[src/logic/idfw_consts.svh]
// Word indices, fixed bit patterns and field positions of the identify feature words
`ifndef IDFW_CONSTS_SVH
`define IDFW_CONSTS_SVH

`define IDFW_W_SATA_SUP      8'h4e
`define IDFW_W_SATA_EN       8'h4f
`define IDFW_W_CMD_SUP_A     8'h52
`define IDFW_W_CMD_SUP_B     8'h53
`define IDFW_W_CMD_SUP_C     8'h54
`define IDFW_W_CMD_EN_A      8'h55
`define IDFW_W_CMD_EN_B      8'h56
`define IDFW_W_CMD_EN_C      8'h57
`define IDFW_W_UDMA          8'h58
`define IDFW_W_ERASE_TIME    8'h59
`define IDFW_W_MPW_REV       8'h5c
`define IDFW_W_SEC_STATUS    8'h80

// Fixed ones: power management, write buffer, read buffer, no-operation
`define IDFW_CMD_A_FIXED     16'h7008
`define IDFW_CMD_A_SEC_BIT   1
`define IDFW_CMD_A_WC_BIT    5
`define IDFW_CMD_A_LA_BIT    6
`define IDFW_CMD_B_APM_BIT   3
// Validity signature: bit 14 one, bit 15 zero
`define IDFW_VALID_SIG       16'h4000

`define IDFW_SATA_LSB        1
`define IDFW_SATA_MSB        6
`define IDFW_UDMA_SEL_LSB    8

`define IDFW_SEC_SUP_BIT     0
`define IDFW_SEC_EN_BIT      1
`define IDFW_SEC_LOCK_BIT    2
`define IDFW_SEC_FROZEN_BIT  3
`define IDFW_SEC_EXP_BIT     4
`define IDFW_SEC_ENH_BIT     5
`define IDFW_SEC_LEVEL_BIT   8

`define IDFW_MPW_REV_NONE    16'hffff

`endif

[src/logic/idfw_pkg.sv]
// Types shared by the identify feature word block
package idfw_pkg;
   typedef logic [15:0] idfw_word_t;
   typedef logic [7:0]  idfw_index_t;
   typedef enum logic [1:0] {
      IDFW_DMA_NONE  = 2'b00,
      IDFW_DMA_MWORD = 2'b01,
      IDFW_DMA_ULTRA = 2'b10
   } idfw_dma_kind_e;
endpackage : idfw_pkg

[src/logic/idfw_top.sv]
// Identify feature words: state, word assembly and read port
`timescale 1ns/1ps
`include "idfw_consts.svh"
module idfw_top
   import idfw_pkg::*;
#(
   parameter int          UDMA_MODES   = 7,
   parameter logic [2:0]  UDMA_MAX     = 3'h6,
   parameter logic [5:0]  SATA_SUP     = 6'h00,
   parameter logic        SEC_SUP      = 1'b1,
   parameter logic        WCACHE_SUP   = 1'b1,
   parameter logic        LOOKAHD_SUP  = 1'b1,
   parameter logic        APM_SUP      = 1'b0,
   parameter logic        ENH_ERASE    = 1'b0,
   parameter logic [15:0] ERASE_TIME   = 16'h0001
) (
   input  wire logic        clk,
   input  wire logic        rstn,
   // Word read port
   input  wire logic        rd_en,
   input  wire idfw_index_t rd_index,
   output idfw_word_t       rd_data_r,
   output logic             rd_valid_r,
   output logic             rd_hit_r,
   // Feature enables from the command engine
   input  wire logic [5:0]  sata_en,
   input  wire logic        wcache_en,
   input  wire logic        lookahd_en,
   input  wire logic        apm_set,
   input  wire logic        apm_clr,
   // Transfer mode selection
   input  wire logic        sel_udma,
   input  wire logic        sel_mword,
   input  wire logic [2:0]  sel_mode,
   output logic             udma_active_r,
   output logic             mword_active_r,
   // Security state
   input  wire logic        pw_set,
   input  wire logic        pw_clear,
   input  wire logic        pw_level_max,
   input  wire logic        sec_lock,
   input  wire logic        sec_unlock,
   input  wire logic        sec_freeze,
   input  wire logic        sec_fail,
   input  wire logic        mpw_write,
   input  wire logic [15:0] mpw_rev,
   input  wire logic        unlock_or_erase,
   output logic             abort_cmd_r
);
   initial begin
      if (UDMA_MODES < 1 || UDMA_MODES > 7) $error("idfw_top: UDMA_MODES must be 1 to 7");
      if (32'(UDMA_MAX) >= UDMA_MODES) $error("idfw_top: UDMA_MAX beyond UDMA_MODES");
   end

   logic rst_s1_r;
   logic rst_s2_r;

   always_ff @(posedge clk or negedge rstn) begin
      if (!rstn) begin
         rst_s1_r <= 1'b0;
         rst_s2_r <= 1'b0;
      end else begin
         rst_s1_r <= 1'b1;
         rst_s2_r <= rst_s1_r;
      end
   end

   wire logic rst_n = rst_s2_r;

   // Enabled-feature state
   logic [5:0]     sata_en_r;
   logic           wcache_r;
   logic           lookahd_r;
   logic           apm_en_r;

   always_ff @(posedge clk or negedge rst_n) begin
      if (!rst_n) begin
         sata_en_r <= 6'h00;
         wcache_r  <= 1'b0;
         lookahd_r <= 1'b0;
      end else begin
         sata_en_r <= sata_en & SATA_SUP;
         wcache_r  <= wcache_en & WCACHE_SUP;
         lookahd_r <= lookahd_en & LOOKAHD_SUP;
      end
   end

   always_ff @(posedge clk or negedge rst_n) begin
      if (!rst_n) begin
         apm_en_r <= 1'b0;
      end else if (apm_set && APM_SUP) begin
         apm_en_r <= 1'b1;
      end else if (apm_clr) begin
         apm_en_r <= 1'b0;
      end
   end

   // Transfer mode selection
   idfw_dma_kind_e dma_kind_r;
   logic [2:0]     udma_mode_r;

   always_ff @(posedge clk or negedge rst_n) begin
      if (!rst_n) begin
         dma_kind_r  <= IDFW_DMA_NONE;
         udma_mode_r <= 3'h0;
      end else begin
         // A refused mode keeps the earlier selection
         // selecting one kind drops the other
         if (sel_udma && sel_mode <= UDMA_MAX) begin
            dma_kind_r  <= IDFW_DMA_ULTRA;
            udma_mode_r <= sel_mode;
         end else if (sel_mword) begin
            dma_kind_r  <= IDFW_DMA_MWORD;
         end
      end
   end

   // Security state
   logic        sec_en_r;
   logic        sec_max_r;
   logic        sec_locked_r;
   logic        sec_frozen_r;
   logic        sec_expired_r;
   logic [15:0] mpw_rev_r;

   always_ff @(posedge clk or negedge rst_n) begin
      if (!rst_n) begin
         sec_en_r  <= 1'b0;
         sec_max_r <= 1'b0;
      end else if (pw_set && SEC_SUP) begin
         sec_en_r  <= 1'b1;
         sec_max_r <= pw_level_max;
      end else if (pw_clear) begin
         sec_en_r  <= 1'b0;
         sec_max_r <= 1'b0;
      end
   end

   // Lock wins over unlock; dropping the password also unlocks
   always_ff @(posedge clk or negedge rst_n) begin
      if (!rst_n) begin
         sec_locked_r <= 1'b0;
      end else if (sec_lock && sec_en_r) begin
         sec_locked_r <= 1'b1;
      end else if (sec_unlock || !sec_en_r) begin
         sec_locked_r <= 1'b0;
      end
   end

   // Frozen stays set until a hardware reset
   always_ff @(posedge clk or negedge rst_n) begin
      if (!rst_n) begin
         sec_frozen_r <= 1'b0;
      end else if (sec_freeze && SEC_SUP) begin
         sec_frozen_r <= 1'b1;
      end
   end

   // expiry holds until a hardware reset
   always_ff @(posedge clk or negedge rst_n) begin
      if (!rst_n) begin
         sec_expired_r <= 1'b0;
      end else if (sec_fail && SEC_SUP) begin
         sec_expired_r <= 1'b1;
      end
   end

   // revision kept from the last master password change
   // Reads as unsupported until the first master password change
   always_ff @(posedge clk or negedge rst_n) begin
      if (!rst_n) begin
         mpw_rev_r <= `IDFW_MPW_REV_NONE;
      end else if (mpw_write && SEC_SUP) begin
         mpw_rev_r <= mpw_rev;
      end
   end

   // Word assembly
   idfw_word_t udma_word;
   idfw_word_t sec_word;
   logic       abort_now;

   // capability is fixed on in this block
   idfw_udma_word #(
      .MODES (UDMA_MODES)
   ) u_udma (
      .max_mode      (UDMA_MAX),
      .udma_capable  (1'b1),
      .udma_selected (dma_kind_r == IDFW_DMA_ULTRA),
      .sel_mode      (udma_mode_r),
      .word          (udma_word)
   );

   idfw_sec_status u_sec (
      .sec_supported   (SEC_SUP),
      .sec_enabled     (sec_en_r),
      .sec_level_max   (sec_max_r),
      .sec_locked      (sec_locked_r),
      .sec_frozen      (sec_frozen_r),
      .sec_expired     (sec_expired_r),
      .enh_erase_sup   (ENH_ERASE),
      .unlock_or_erase (unlock_or_erase),
      .word            (sec_word),
      .abort_cmd       (abort_now)
   );

   idfw_word_t w_sata_sup;
   idfw_word_t w_sata_en;
   idfw_word_t w_sup_a;
   idfw_word_t w_sup_b;
   idfw_word_t w_en_a;
   idfw_word_t w_en_b;

   always_comb begin
      // support bits; reserved and bit 0 zero
      w_sata_sup = 16'h0000;
      w_sata_sup[`IDFW_SATA_MSB:`IDFW_SATA_LSB] = SATA_SUP;
      // enabled bits at the same positions
      w_sata_en = 16'h0000;
      w_sata_en[`IDFW_SATA_MSB:`IDFW_SATA_LSB] = sata_en_r;
      // fixed pattern of the supported word
      w_sup_a = `IDFW_CMD_A_FIXED;
      w_sup_a[`IDFW_CMD_A_SEC_BIT] = SEC_SUP;
      w_sup_a[`IDFW_CMD_A_WC_BIT]  = WCACHE_SUP;
      w_sup_a[`IDFW_CMD_A_LA_BIT]  = LOOKAHD_SUP;
      w_sup_b = `IDFW_VALID_SIG;
      w_sup_b[`IDFW_CMD_B_APM_BIT] = APM_SUP;
      w_en_a = `IDFW_CMD_A_FIXED;
      w_en_a[`IDFW_CMD_A_SEC_BIT] = sec_en_r;
      w_en_a[`IDFW_CMD_A_WC_BIT]  = wcache_r;
      w_en_a[`IDFW_CMD_A_LA_BIT]  = lookahd_r;
      w_en_b = 16'h0000;
      w_en_b[`IDFW_CMD_B_APM_BIT] = apm_en_r;
   end

   // Read port: one cycle latency, unknown index reads zero
   idfw_word_t rd_word;
   logic       rd_known;

   always_comb begin
      rd_known = 1'b1;
      // all other indices and bits zero
      rd_word  = 16'h0000;
      if (rd_index == `IDFW_W_SATA_SUP) begin
         rd_word = w_sata_sup;
      end else if (rd_index == `IDFW_W_SATA_EN) begin
         rd_word = w_sata_en;
      end else if (rd_index == `IDFW_W_CMD_SUP_A) begin
         rd_word = w_sup_a;
      end else if (rd_index == `IDFW_W_CMD_SUP_B) begin
         rd_word = w_sup_b;
      end else if (rd_index == `IDFW_W_CMD_SUP_C) begin
         // third word carries only the signature
         rd_word = `IDFW_VALID_SIG;
      end else if (rd_index == `IDFW_W_CMD_EN_A) begin
         rd_word = w_en_a;
      end else if (rd_index == `IDFW_W_CMD_EN_B) begin
         rd_word = w_en_b;
      end else if (rd_index == `IDFW_W_CMD_EN_C) begin
         rd_word = `IDFW_VALID_SIG;
      end else if (rd_index == `IDFW_W_UDMA) begin
         rd_word = udma_word;
      end else if (rd_index == `IDFW_W_ERASE_TIME) begin
         // value in units of two minutes
         rd_word = SEC_SUP ? ERASE_TIME : 16'h0000;
      end else if (rd_index == `IDFW_W_MPW_REV) begin
         rd_word = SEC_SUP ? mpw_rev_r : 16'h0000;
      end else if (rd_index == `IDFW_W_SEC_STATUS) begin
         rd_word = sec_word;
      end else begin
         rd_known = 1'b0;
      end
   end

   always_ff @(posedge clk or negedge rst_n) begin
      if (!rst_n) begin
         rd_data_r  <= 16'h0000;
         rd_valid_r <= 1'b0;
         rd_hit_r   <= 1'b0;
      end else begin
         // Data holds between reads, so a slow host may sample it late
         rd_valid_r <= rd_en;
         rd_hit_r   <= rd_en & rd_known;
         if (rd_en) begin
            rd_data_r <= rd_word;
         end
      end
   end

   // flags exclusive by construction of the kind state
   always_ff @(posedge clk or negedge rst_n) begin
      if (!rst_n) begin
         udma_active_r  <= 1'b0;
         mword_active_r <= 1'b0;
      end else begin
         udma_active_r  <= (dma_kind_r == IDFW_DMA_ULTRA);
         mword_active_r <= (dma_kind_r == IDFW_DMA_MWORD);
      end
   end

   // abort flag, one edge after the command is seen
   always_ff @(posedge clk or negedge rst_n) begin
      if (!rst_n) begin
         abort_cmd_r <= 1'b0;
      end else begin
         abort_cmd_r <= abort_now;
      end
   end
endmodule : idfw_top

[src/logic/idfw_udma_word.sv]
// Ultra DMA supported and selected word builder
`timescale 1ns/1ps
`include "idfw_consts.svh"
module idfw_udma_word
   import idfw_pkg::*;
#(
   parameter int MODES = 7
) (
   input  wire logic [2:0] max_mode,
   input  wire logic       udma_capable,
   input  wire logic       udma_selected,
   input  wire logic [2:0] sel_mode,
   output idfw_word_t      word
);
   initial begin
      if (MODES < 1 || MODES > 7) $error("idfw_udma_word: MODES must be 1 to 7");
   end

   logic [6:0] sup;
   logic [6:0] sel;

   always_comb begin
      sup = 7'h00;
      sel = 7'h00;
      for (int i = 0; i < MODES; i++) begin
         sup[i] = (3'(i) <= max_mode);
      end
      // one-hot selection, only within supported modes
      if (udma_selected && sel_mode <= max_mode && 32'(sel_mode) < MODES) begin
         sel[sel_mode] = 1'b1;
      end
      word = 16'h0000;
      if (udma_capable) begin
         word[`IDFW_UDMA_SEL_LSB +: 7] = sel;
         word[6:0]                     = sup;
      end
   end
endmodule : idfw_udma_word

[src/logic/idfw_sec_status.sv]
// Security status word builder and unlock/erase abort decision
`timescale 1ns/1ps
`include "idfw_consts.svh"
module idfw_sec_status
   import idfw_pkg::*;
(
   input  wire logic sec_supported,
   input  wire logic sec_enabled,
   input  wire logic sec_level_max,
   input  wire logic sec_locked,
   input  wire logic sec_frozen,
   input  wire logic sec_expired,
   input  wire logic enh_erase_sup,
   input  wire logic unlock_or_erase,
   output idfw_word_t word,
   output logic      abort_cmd
);
   always_comb begin
      word = 16'h0000;
      if (sec_supported) begin
         word[`IDFW_SEC_SUP_BIT]    = 1'b1;
         word[`IDFW_SEC_EN_BIT]     = sec_enabled;
         word[`IDFW_SEC_LOCK_BIT]   = sec_locked;
         word[`IDFW_SEC_FROZEN_BIT] = sec_frozen;
         word[`IDFW_SEC_EXP_BIT]    = sec_expired;
         word[`IDFW_SEC_ENH_BIT]    = enh_erase_sup;
         word[`IDFW_SEC_LEVEL_BIT]  = sec_enabled & sec_level_max;
      end
   end

   // expired count aborts unlock and erase
   assign abort_cmd = unlock_or_erase & sec_supported & sec_expired;
endmodule : idfw_sec_status

[config.mk]
export PLATFORM = sky130hd
export DESIGN_NAME = idfw_top
export DESIGN_NICKNAME = d
export VERILOG_FILES = /design/src/logic/idfw_pkg.sv /design/src/logic/idfw_top.sv /design/src/logic/idfw_udma_word.sv /design/src/logic/idfw_sec_status.sv
export VERILOG_INCLUDE_DIRS = /design/src /design/src/logic
export SDC_FILE = /design/constraint.sdc
export NUM_CORES = 1
export LEC_CHECK = 0
export ABC_AREA = 1
export BUFFER_PORTS_ARGS = -buffer_cell sky130_fd_sc_hd__buf_2
export CAP_MARGIN = 30
export CORE_UTILIZATION = 30
export CTS_CLUSTER_DIAMETER = 100
export DETAILED_ROUTE_END_ITERATION = 7
export PLACE_DENSITY = 0.54
export RECOVER_POWER = 50
export SYNTH_ARGS = -nofsm -noshare
export SYNTH_HDL_FRONTEND = slang
export SYNTH_SLANG_ARGS = --single-unit
[constraint.sdc]
create_clock -name clk -period 1.4 [get_ports clk]
set_input_delay 0.35 -clock clk [delete_from_list [all_inputs] [get_ports clk]]
set_output_delay 0.35 -clock clk [all_outputs]
set_load 0.01 [all_outputs]
==> reports/qor.csv, run 1 <==
stage,metric,value,unit
outcome,status,finished clean,
layout,Non-Filler Instances,480,
routing,vias per cell,4.30,
floorplan,die width,92.2,um
logic_synthesis,xor and xnor fraction of the mapped netlist area,0,%
floorplan,die area,8490,um^2
logic_synthesis,yosys warns,0,
logic_synthesis,mean post-synth cell area,8.38,um^2
layout,share of layout cells above drive strength 1,35.4,%
power_and_ir_drop,cell area power density,956,nW/um^2
flow_run,Max-Cap Viols,0,
layout,final core utilization,40.0,%
logic_synthesis,"FFs w/ async S/R, synth",100,%
setup_path,WP buf/inv,1,
layout,# diodes,0,
setup_path,crit-path max cell delay,0.40,ns
logic_synthesis,Yosys top cell area share,35.9,%
grt,vias in the first global route,1889,
setup_path,Critical Path RT,1.05,ns
grt,largest net degree at the start of global routing,50,
layout,area growth from synthesis to layout,28.2,%
timing,Final Skew,0.00465,ns
setup_path,"delay-heaviest family, CP",flip-flops,
placement,number of port buffers,63,
logic_synthesis,Yosys reg bits,51,
logic_synthesis,multiplexer area fraction after synthesis,4.16,%
timing,fin crit period,1.19,ns
setup_path,Setup crit start kind,flip-flop,
floorplan,Rows,32,
clocking,clock-pin slew on the worst setup and hold paths,0.09,ns
clocking,worst-skew pair later-pin latency,0.30,ns
setup_path,CP Max Fanout,2,
logic_synthesis,register area share after synthesis,53.2,%
setup_path,worst path cell trace,buf_2,
logic_synthesis,"EDFF count, synth",0,
grt,antenna violations before repair,0,
grt,total global-route track usage,13.8,%
setup_path,Setup CP Type,flip-flop to output pin,
placement,Final HPWL DP,4320,um
routing,WL per Instance,11.7,um
logic_synthesis,Mapped Cells,291,
power_and_ir_drop,Peak VDD IR,0.000546,V
timing,Fmax,839,MHz
placement,GPL Wtd Cong,0.876,
routing,ANT nets after route,0,
clocking,clk sinks,51,
clocking,H-tree levels,2,
hold_path,HP Class,input port to flip-flop,
setup_path,slowest CP cell,dfrtp_1,
routing,DRC,0,
timing,slew margin rel.,56.4,%
floorplan,core area,7810,um^2
routing,TritonRoute pass-1 iters,5,
routing,routed wire length,5620,um
timing,period utilization,85.1,%
timing,final slew viol count,0,
setup_path,critical path endpoint category,output pin,
logic_synthesis,Adder-Cell Fraction of Synth Area,0,%
power_and_ir_drop,Leak,0.00172,uW
grt,global-route wire length before repair,9200,um
layout,nets,428,
logic_synthesis,Synth Flop Type,dfrtp_1,
clocking,clk buf depth,2,
floorplan,Ports,72,
timing,Finish-stage setup viols,0,
clocking,root buffer cell,clkbuf_8,
logic_synthesis,cell taking the most area after synthesis,dfrtp_1,
floorplan,Initial Utilization,31.2,%
clocking,Post-CTS Setup Bufs,0,
timing,Final Hold Viols,0,
logic_synthesis,Synth Area in Simple Gates,27.9,%
placement,dpl cells,471,
grt,Congestion Overflow GR,0,
logic_synthesis,Mapped Area,2440,um^2
routing,drt first-iter violations,111,
logic_synthesis,Post-Syn Nets,342,
routing,Vias,2063,
logic_synthesis,largest family of logic cells by synthesized area,simple AND/OR/NAND/NOR gates,
clocking,CTS Buf Count,5,
floorplan,Die Y-Extent,92.2,um
setup_path,WP data arrival,0.84,ns
logic_synthesis,compound-gate portion of the synthesized area,7.75,%
logic_synthesis,Synth area leaders,"dfrtp_1 36%, dfstp_2 17%, nand2_1 14%, nand3_1 5.5%, inv_1 4.3%",
logic_synthesis,Synth cell types,33,
timing,RSZ-0062 raised after global routing,false,
timing,Slew @ Worst Pin,0.654,ns
clocking,CTS tree,done,
-- state kept, by name (all words and copies together) (netlist names), 2 cells and up --
name / count
rd_data_r: 16
udma_mode_r: 3
mpw_rev_r: 16
dma_kind_r: 2
-- synthesized netlist by cell type, types with 2 or more instances --
master and number:
o21ai_0 16, mux2_2 9, nand3_1 27, dfrtp_1 35, a21oi_1 2, nor2_4 3, buf_2 2, nor2_1 25
clkbuf_1 3, or2_2 2, o21ai_1 5, nand2_1 90, dfstp_2 16, nand2_2 2, nor2_2 3, inv_2 4
nand4_1 3, inv_1 28, o31ai_1 2
-- through the flow --
stage               hold WS [ns]  power (uW)  instance area, um^2  setup WS (ns)  setup TNS, ns
global route               0.116        3160                 3130         0.0132              0
finish                     0.147        2990                 3130          0.208              0
floorplan                 0.0544        1840                 2440          0.215              0
detailed placement         0.137        2020                 3020        -0.0499         -0.179
global placement           0.135        2010                 3020        -0.0509         -0.131
CTS                        0.139        3040                 3140          0.196              0
-- where the power goes --
group | leakage, uW | internal, uW | switching (uW)
Sequential | 0.000610 | 1590 | 42.3
Combinational | 0.00105 | 153 | 198
Clock | 0.0000524 | 535 | 470
-- worst register-to-register path, delay by kind of cell, from the launching register on --
family / cells / cell delay, ns
AND/OR/NAND/NOR: 9 / 0.71
flip-flops: 1 / 0.41
-- cells by family after synthesis --
kind of cell	after synthesis
flip-flops	51
AND/OR/NAND/NOR	157
other	1
multiplexers	9
buffers and inverters	41
AO/OA/AOI/OAI	32
-- final timing paths --
check / cells after the start / to / slack [ns] / start
max: 1 / rd_data_r[8] / 0.21 / rd_data_r[8]$_DFFE_PN0P_
min: 1 / lookahd_r$_DFF_PN0_ / 0.15 / lookahd_en
max reg2reg: 9 / rd_data_r[14]$_DFFE_PN0P_ / 0.23 / dma_kind_r[0]$_DFFE_PN0P_
min reg2reg: 0 / rst_n$_DFF_PN0_ / 0.36 / rst_s1_r$_DFF_PN0_
max in group asynchronous: 1 / rd_data_r[1]$_DFFE_PN0P_ / 0.56 / rst_n$_DFF_PN0_
min in group asynchronous: 2 / rst_n$_DFF_PN0_ / 0.35 / rstn
-- metal layers --
metal / wire (um) / vias up / GRT usage (%)
met4: 36 / 0 / 2.73
met2: 2420 / 48 / 19.5
met5: 0 / - / 0
met1: 2890 / 923 / 20.9
met3: 279 / 5 / 3.81
li1: - / 1087 / -
-- what timing repair did --
| item | 4_1_cts | 5_1_grt |
|---|---|---|
| hold endpoints to repair | 2 | 0 |
| gates resized for setup | 0 | 0 |
| hold buffers | 1 | 0 |
-- layout make-up --
type                    instances  area (um^2)
repair buffers                 87          497
multi-input cells             199          973
clock buffers                   7         76.3
well taps                     102          128
inverters                      33          124
fillers                       839         4680
flip-flops and latches         51         1300
clock inverters                 1         30.0
-- placed cells by master, fill, tap and decap left out --
| cell type | n |
|---|---|
| nor3_1 | 1 |
| o31ai_1 | 2 |
| clkbuf_1 | 3 |
| dfrtp_2 | 1 |
| bufinv_16 | 1 |
| a21oi_1 | 2 |
| clkbuf_4 | 1 |
| o21ai_2 | 1 |
| nand2_4 | 1 |
| buf_4 | 22 |
| nand2_2 | 2 |
| conb_1 | 1 |
| dlygate4sd3_1 | 1 |
| inv_1 | 28 |
| nor2_4 | 3 |
| mux2_2 | 9 |
| nand2_1 | 90 |
| nor2_1 | 25 |
| o21ai_1 | 5 |
| o211ai_2 | 1 |
| dfrtp_1 | 34 |
| o21a_1 | 1 |
| a22o_1 | 1 |
| clkbuf_8 | 5 |
| clkinv_1 | 1 |
| nor2_2 | 3 |
| o22ai_1 | 1 |
| o21bai_1 | 1 |
| buf_2 | 62 |
| nand3_1 | 27 |
| nand4_1 | 3 |
| or2_2 | 2 |
| o21ai_0 | 16 |
| inv_2 | 4 |
| dfstp_2 | 16 |
| o211ai_1 | 1 |
(Power assumes the default switching activity.)
==> run 2: changes to the inputs <==
--- a/config.mk
+++ b/config.mk
@@ -9,10 +9,10 @@
 export ABC_AREA = 1
 export BUFFER_PORTS_ARGS = -buffer_cell sky130_fd_sc_hd__buf_2
 export CAP_MARGIN = 30
-export CORE_UTILIZATION = 30
+export CORE_UTILIZATION = 35
 export CTS_CLUSTER_DIAMETER = 100
 export DETAILED_ROUTE_END_ITERATION = 7
-export PLACE_DENSITY = 0.54
+export PLACE_DENSITY = 0.61
 export RECOVER_POWER = 50
 export SYNTH_ARGS = -nofsm -noshare
 export SYNTH_HDL_FRONTEND = slang
==> run 2 against run 1 <==
Against the previous run: utilization rose by 5.7 points; worst setup slack got worse by 0.025 ns; cell count fell by 4.6%; hold slack improved by 0.0072 ns; clock skew rose by 0.0053 ns; die area fell by 14%; highest routed layer unchanged; sequential power barely moved; fmax fell by 2.1%; critical path type unchanged.
==> reports/qor.csv, run 2 (synthesized netlist as in run 1, its figures left out) <==
stage,metric,value,unit,change
clocking,Post-CTS Setup Bufs,0,,unchanged
routing,drt first-iter violations,96,,-14%
grt,total global-route track usage,16.0,%,+2.2 points
clocking,clock-pin slew on the worst setup and hold paths,0.10,ns,about the same
routing,ANT nets after route,0,,unchanged
setup_path,WP data arrival,0.87,ns,+0.03 ns
floorplan,Rows,30,,-6.3%
layout,final core utilization,45.7,%,+5.7 points
hold_path,hold_sp,lookahd_en,,
layout,# diodes,0,,unchanged
timing,setup slack after layout,0.183,ns,-0.0249 ns
placement,Final HPWL DP,4200,um,-2.8%
setup_path,FF-to-FF End,rd_data_r[14]$_DFFE_PN0P_,,
clocking,CTS tree,done,,
timing,Finish-stage setup viols,0,,unchanged
setup_path,critical path endpoint category,output pin,,
layout,fillers,730,,-13%
routing,vias per cell,4.60,,+6.9%
clocking,Hold Buf Count CTS,1,,unchanged
clocking,worst-skew pair later-pin latency,0.31,ns,about the same
floorplan,die area,7310,um^2,-14%
power_and_ir_drop,cell area power density,927,nW/um^2,-3.0%
routing,Vias,2105,,+2.0%
grt,global-route wire length before repair,9240,um,+0.46%
grt,largest net degree at the start of global routing,50,,unchanged
placement,area of placed instances,3000,um^2,-0.91%
layout,Non-Filler Instances,458,,-4.6%
layout,nets,428,,unchanged
routing,WL per Instance,11.6,um,-1.1%
outcome,status,finished clean,,
timing,setup TNS,0,ns,unchanged
layout,Top Registers,"mpw_rev_r (16), rd_data_r (16), udma_mode_r (3)",,
grt,antenna violations before repair,0,,unchanged
setup_path,r2r worst-path depth,9,,unchanged
floorplan,die width,85.5,um,-7.3%
layout,final instance area,3090,um^2,-1.1%
setup_path,Setup CP Type,flip-flop to output pin,,
flow_run,Max-Cap Viols,0,,unchanged
clocking,post-CTS resize count,0,,unchanged
setup_path,WP buf/inv,1,,unchanged
setup_path,Critical Path RT,1.05,ns,about the same
timing,Final Skew,0.00990,ns,+0.00526 ns
routing,DRC,0,,unchanged
setup_path,"delay-heaviest family, CP",flip-flops,,
setup_path,CP Max Fanout,2,,unchanged
hold_path,Hold Crit Depth,1,,unchanged
setup_path,crit-path max cell delay,0.41,ns,about the same
placement,dpl cells,449,,-4.7%
layout,"commonest non-fill, non-tap cell in the layout",nand2_1,,
hold_path,WHS Endpoint,lookahd_r$_DFF_PN0_,,
timing,Slew @ Worst Pin,0.644,ns,-0.0103 ns
routing,routed wire length,5310,um,-5.6%
placement,GPL Wtd Cong,0.801,,-8.6%
setup_path,Setup crit start kind,flip-flop,,
layout,multi-input logic area,973,um^2,unchanged
layout,share of layout cells above drive strength 1,36.0,%,+0.53 points
grt,Congestion Overflow GR,0,,unchanged
clocking,clk sinks,51,,unchanged
grt,vias in the first global route,2029,,+7.4%
layout,area occupied by registers,1300,um^2,unchanged
floorplan,Ports,72,,unchanged
setup_path,slowest CP cell,dfrtp_1,,
timing,period utilization,86.9,%,+1.8 points
clocking,root buffer cell,clkbuf_8,,
floorplan,Initial Utilization,36.1,%,+4.9 points
placement,number of port buffers,63,,unchanged
clocking,CTS Buf Count,5,,unchanged
routing,TritonRoute pass-1 iters,6,,+1
placement,pre-CTS WS,-0.0449,ns,+0.00495 ns
clocking,H-tree levels,2,,unchanged
setup_path,crit path launch,rd_data_r[4]$_DFFE_PN0P_,,
timing,RSZ-0062 raised after global routing,false,,
power_and_ir_drop,Leak,0.00171,uW,-0.29%
setup_path,r2r startpoint,dma_kind_r[0]$_DFFE_PN0P_,,
power_and_ir_drop,Peak VDD IR,0.000586,V,+7.2%
timing,Final Hold Viols,0,,unchanged
floorplan,Die Y-Extent,85.5,um,-7.3%
layout,"commonest non-fill, non-tap cells in the layout","90 x nand2_1, 62 x buf_2, 34 x dfrtp_1, 28 x inv_1, 27 x nand3_1",,
clocking,clk buf depth,2,,unchanged
setup_path,register-to-register setup slack,0.22,ns,about the same
timing,final slew viol count,0,,unchanged
timing,Fmax,822,MHz,-2.1%
layout,area growth from synthesis to layout,26.7,%,
timing,fin crit period,1.22,ns,+0.0249 ns
setup_path,worst path cell trace,buf_2,,
hold_path,HP Class,input port to flip-flop,,
timing,slew margin rel.,57.1,%,+0.69 points
floorplan,core area,6760,um^2,-13%
[run 2: changes by cell type in the layout (fill, tap and decap cells not counted)]
cell and change:
clkinvlp_4 +1, clkinv_4 +1, bufinv_16 -1, clkbuf_8 +1, clkbuf_1 -2
[run 2: stage by stage]
stage,hold slack [ns],power [uW]
after floorplan,0.0544,1840
after global placement,0.135,2010
after detailed placement,0.136,2020
after CTS,0.143,2930
after global routing,0.142,3020
final,0.154,2870
[run 2: per-layer routing]
metal / global-route usage [%] / wire length [um]
met3: 3.79 / 262
met4: 4.09 / 57
met5: 0 / 0
met1: 22.6 / 2580
met2: 24.9 / 2410
[run 2: power by group]
group          leakage, uW  switching, uW  internal, uW  total [uW]
registers         0.000610           39.2          1590        1630
clock network    0.0000474            485           404         889
logic              0.00105            196           153         348
[run 2: worst max-delay path by stage]
stage | slack [ns] | endpoint | depth (start not counted)
3_5_place_dp | -0.04 | rd_data_r[1]$_DFFE_PN0P_ | 9
3_3_place_gp | -0.03 | rd_hit_r$_DFF_PN0_ | 10
6_report | 0.18 | rd_data_r[4] | 1
2_1_floorplan | 0.21 | rd_data_r[0]$_DFFE_PN0P_ | 9
5_1_grt | 0.009 | rd_data_r[14]$_DFFE_PN0P_ | 10
4_1_cts | 0.17 | rd_data_r[4] | 1
[run 2: final cells by class]
type	instances	area share, %
inverter	33	4.01
timing repair buffer	87	16.1
sequential	51	42.0
clock inverter	2	0.526
tap	80	3.24
multi-input combinational	199	31.5
clock buffer	6	2.67
==> run 3: changes to the inputs <==
--- a/config.mk
+++ b/config.mk
@@ -12,8 +12,9 @@
 export CORE_UTILIZATION = 35
 export CTS_CLUSTER_DIAMETER = 100
 export DETAILED_ROUTE_END_ITERATION = 7
-export PLACE_DENSITY = 0.61
+export PLACE_DENSITY = 0.59
 export RECOVER_POWER = 50
 export SYNTH_ARGS = -nofsm -noshare
 export SYNTH_HDL_FRONTEND = slang
+export SYNTH_HIERARCHICAL = 1
 export SYNTH_SLANG_ARGS = --single-unit
==> run 3 against run 2 <==
Against the previous run: the run now ends with negative setup slack left; sequential share of layout area is 7.2 points lower; critical path depth is 10 higher; fmax is 17% lower; combinational power is 46% higher; power is 12% higher; critical path type is now flip-flop to flip-flop; synthesized cell count is 27% higher; clock-buffer cell count is 1 lower; register-to-register slack worse by 0.28 ns; cell count is 25% higher; hold slack worse by 0.0053 ns; area after synthesis is 22% higher; worst setup slack worse by 0.25 ns.
==> reports/qor.csv, run 3 <==
stage,metric,value,unit,change
outcome,status,"finished, violations left",,
outcome,failing checks,negative setup slack,,
floorplan,Die Y-Extent,94.2,um,+10%
logic_synthesis,Synth cell types,36,,+9.1%
setup_path,slowest CP cell,dfrtp_1,,
logic_synthesis,Yosys top cell area share,29.5,%,-6.5 points
floorplan,die area,8870,um^2,+21%
power_and_ir_drop,cell area power density,858,nW/um^2,-7.5%
logic_synthesis,register area share after synthesis,43.6,%,-9.6 points
hold_path,HP Class,input port to flip-flop,,
timing,Final Skew,0.0108,ns,+0.000914 ns
placement,number of port buffers,63,,unchanged
logic_synthesis,most frequent cell after synthesis,nand2_1,,
routing,drt first-iter violations,109,,+14%
layout,final core utilization,45.3,%,-0.41 points
floorplan,die width,94.2,um,+10%
logic_synthesis,Mapped Cells,369,,+27%
logic_synthesis,"FFs w/ async S/R, synth",100,%,unchanged
timing,Slew @ Worst Pin,0.690,ns,+0.0457 ns
clocking,root buffer cell,clkbuf_8,,
floorplan,Initial Utilization,36.2,%,+0.088 points
layout,"commonest non-fill, non-tap cells in the layout","107 x nand2_1, 62 x buf_2, 40 x nor2_1, 34 x dfrtp_1, 33 x inv_1",,
timing,Final Hold Viols,0,,unchanged
logic_synthesis,Synth area leaders,"dfrtp_1 29%, dfstp_2 14%, nand2_1 14%, mux2_2 6.1%, nor2_1 5.7%",,
timing,final slew viol count,0,,unchanged
floorplan,Rows,33,,+10%
setup_path,critical path endpoint category,flip-flop,,
routing,ANT nets after route,0,,unchanged
layout,multi-input logic area,1570,um^2,+61%
layout,share of layout cells above drive strength 1,37.6,%,+1.6 points
clocking,worst-skew pair later-pin latency,0.31,ns,about the same
grt,Congestion Overflow GR,0,,unchanged
grt,antenna violations before repair,0,,unchanged
flow_run,Max-Cap Viols,0,,unchanged
power_and_ir_drop,Logic pwr share,15.9,%,+3.7 points
layout,Top Registers,"mpw_rev_r (16), rd_data_r (16), udma_mode_r (3)",,
setup_path,CP most frequent cell,nand2_1,,
placement,Final HPWL DP,4930,um,+18%
power_and_ir_drop,PnR Total Power,3190,uW,+12%
grt,total global-route track usage,15.9,%,-0.11 points
clocking,clk buf depth,2,,unchanged
routing,routed wire length,6520,um,+23%
power_and_ir_drop,Seq pwr share,51.4,%,-5.4 points
logic_synthesis,Yosys reg bits,51,,unchanged
layout,fillers,873,,+20%
clocking,CTS Buf Count,5,,unchanged
layout,"commonest non-fill, non-tap cell in the layout",nand2_1,,
timing,RSZ-0062 raised after global routing,true,,
grt,global-route wire length before repair,10800,um,+17%
timing,Finish-stage setup viols,6,,+6
clocking,clock-pin slew on the worst setup and hold paths,0.10,ns,about the same
routing,vias per cell,4.35,,-5.3%
clocking,clk sinks,51,,unchanged
setup_path,WP data arrival,1.72,ns,+0.85 ns
grt,largest net degree at the start of global routing,29,,-42%
timing,period utilization,104,%,+18 points
setup_path,Setup CP Type,flip-flop to flip-flop,,
power_and_ir_drop,Leak,0.00208,uW,+21%
timing,setup slack after layout,-0.0627,ns,-0.246 ns
setup_path,Critical Path RT,1.66,ns,+0.61 ns
placement,GPL Wtd Cong,0.793,,-0.91%
setup_path,Setup crit start kind,flip-flop,,
routing,DRC,0,,unchanged
routing,Vias,2485,,+18%
power_and_ir_drop,Psw,847,uW,+18%
logic_synthesis,mean post-synth cell area,8.06,um^2,-3.9%
timing,slew margin rel.,54.0,%,-3.0 points
logic_synthesis,Synth Flop Type,dfrtp_1,,
layout,area occupied by registers,1300,um^2,unchanged
setup_path,CP Max Fanout,5,,+3
logic_synthesis,Mapped Area,2970,um^2,+22%
power_and_ir_drop,Internal Power,2350,uW,+9.4%
floorplan,core area,8220,um^2,+22%
power_and_ir_drop,clock power share,32.7,%,+1.7 points
clocking,CTS tree,done,,
routing,TritonRoute pass-1 iters,4,,-2
timing,Fmax,684,MHz,-17%
logic_synthesis,yosys warns,6,,+6
timing,fin crit period,1.46,ns,+0.246 ns
logic_synthesis,synth cell count leaders,"110 x nand2_1, 45 x nor2_1, 35 x dfrtp_1, 33 x inv_1, 32 x nand3_1",,
power_and_ir_drop,Peak VDD IR,0.000491,V,-16%
logic_synthesis,cell taking the most area after synthesis,dfrtp_1,,
grt,vias in the first global route,2364,,+17%
layout,# diodes,0,,unchanged
layout,area growth from synthesis to layout,25.3,%,
routing,WL per Instance,11.4,um,-1.4%
floorplan,Ports,72,,unchanged
logic_synthesis,"EDFF count, synth",0,,unchanged
setup_path,worst path cell trace,"ha_4, nand3_2, nand2_2, nand2_2, nand2_4, buf_6, nor2_2, nand2_1, nand3_2, nand2_1, nand2_1",,
power_and_ir_drop,switching part of the total,26.5,%,+1.4 points
clocking,H-tree levels,2,,unchanged
layout,nets,519,,+21%
setup_path,crit-path max cell delay,0.42,ns,about the same
==> run 3: changes by cell type in the layout (fill, tap and decap cells not counted), sizes merged, moves of 7 or more <==
cell	before	now
buf	84	77
conb	1	32
inv	32	40
mux2	9	16
nand2	93	124
nand3	27	42
nor2	31	50
o21ai	22	1
==> run 3: layout make-up <==
cell class | instances | share of cell area (%)
multi-input combinational | 286 | 42.0
sequential | 51 | 34.8
timing repair buffer | 81 | 12.4
inverter | 40 | 4.10
tap | 105 | 3.53
clock buffer | 5 | 1.85
clock inverter | 3 | 1.24
==> run 3: worst max-delay path: cells and delay by family, from the launching register on <==
kind          cells  cell delay (ns)
fa+ha+maj         1             0.26
buf+inv           1             0.14
simple gates      9             0.60
flops             1             0.42
==> run 3: path summary, 6_finish.rpt <==
kind	slack, ns	to	depth (start not counted)	from
min reg2reg	0.33	rd_data_r[7]$_DFFE_PN0P_	1	rst_n$_DFF_PN0_
min in group asynchronous	0.33	rd_data_r[7]$_DFFE_PN0P_	1	rst_n$_DFF_PN0_
min	0.15	lookahd_r$_DFF_PN0_	1	lookahd_en
max reg2reg	-0.06	rd_data_r[10]$_DFFE_PN0P_	11	udma_mode_r[2]$_DFFE_PN0P_
max	-0.06	rd_data_r[10]$_DFFE_PN0P_	11	udma_mode_r[2]$_DFFE_PN0P_
max in group asynchronous	0.54	sec_frozen_r$_DFFE_PN0P_	1	rst_n$_DFF_PN0_
==> run 3: repair_timing <==
| action | in CTS | in global routing |
|---|---|---|
| pin swaps | 5 | 11 |
| buffers inserted | 0 | 1 |
| gates resized for setup | 1 | 15 |
| hold endpoints to repair | 2 | 0 |
| setup endpoints to repair | 6 | 7 |
| hold buffers | 1 | 0 |
==> run 3: cell families after synthesis <==
| family | after synthesis | share of synthesized area [%] |
|---|---|---|
| and+or+nand+nor | 225 | 36.4 |
| muxes | 16 | 6.06 |
| buffers and inverters | 60 | 10.1 |
| AOI/OAI and AO/OA | 10 | 2.10 |
| adders and majority gates | 3 | 1.26 |
| DFF | 51 | 43.6 |
| other | 4 | 0.505 |
==> run 3: per-layer routing <==
metal  vias up  part of all wire [%]  track usage [%]
met3         9                   4.0             3.40
li1       1290                     -                -
met1      1138                    46             20.4
met4         0                   1.5             4.62
met2        48                    48             26.7
met5         -                     0                0
==> run 3: power by group through the flow <==
stage | registers, uW | logic, uW | clock network [uW]
2_1_floorplan | 1690 | 286 | 0
3_3_place_gp | 1670 | 443 | 0
3_5_place_dp | 1670 | 452 | 0
4_1_cts | 1640 | 458 | 1090
5_1_grt | 1650 | 570 | 1130
6_report | 1640 | 507 | 1050
==> run 3: metrics by stage <==
stage,setup WS [ns],hold WS [ns],TNS (ns),instances,area [um^2]
after global placement,-0.0760,0.137,-0.219,561,3520
after CTS,-0.112,0.142,-0.334,570,3650
final,-0.0627,0.149,-0.296,571,3720
after detailed placement,-0.126,0.137,-0.342,561,3520
after global routing,-0.189,0.134,-0.990,571,3720
after floorplan,-0.0206,0.0544,-0.0523,397,3090
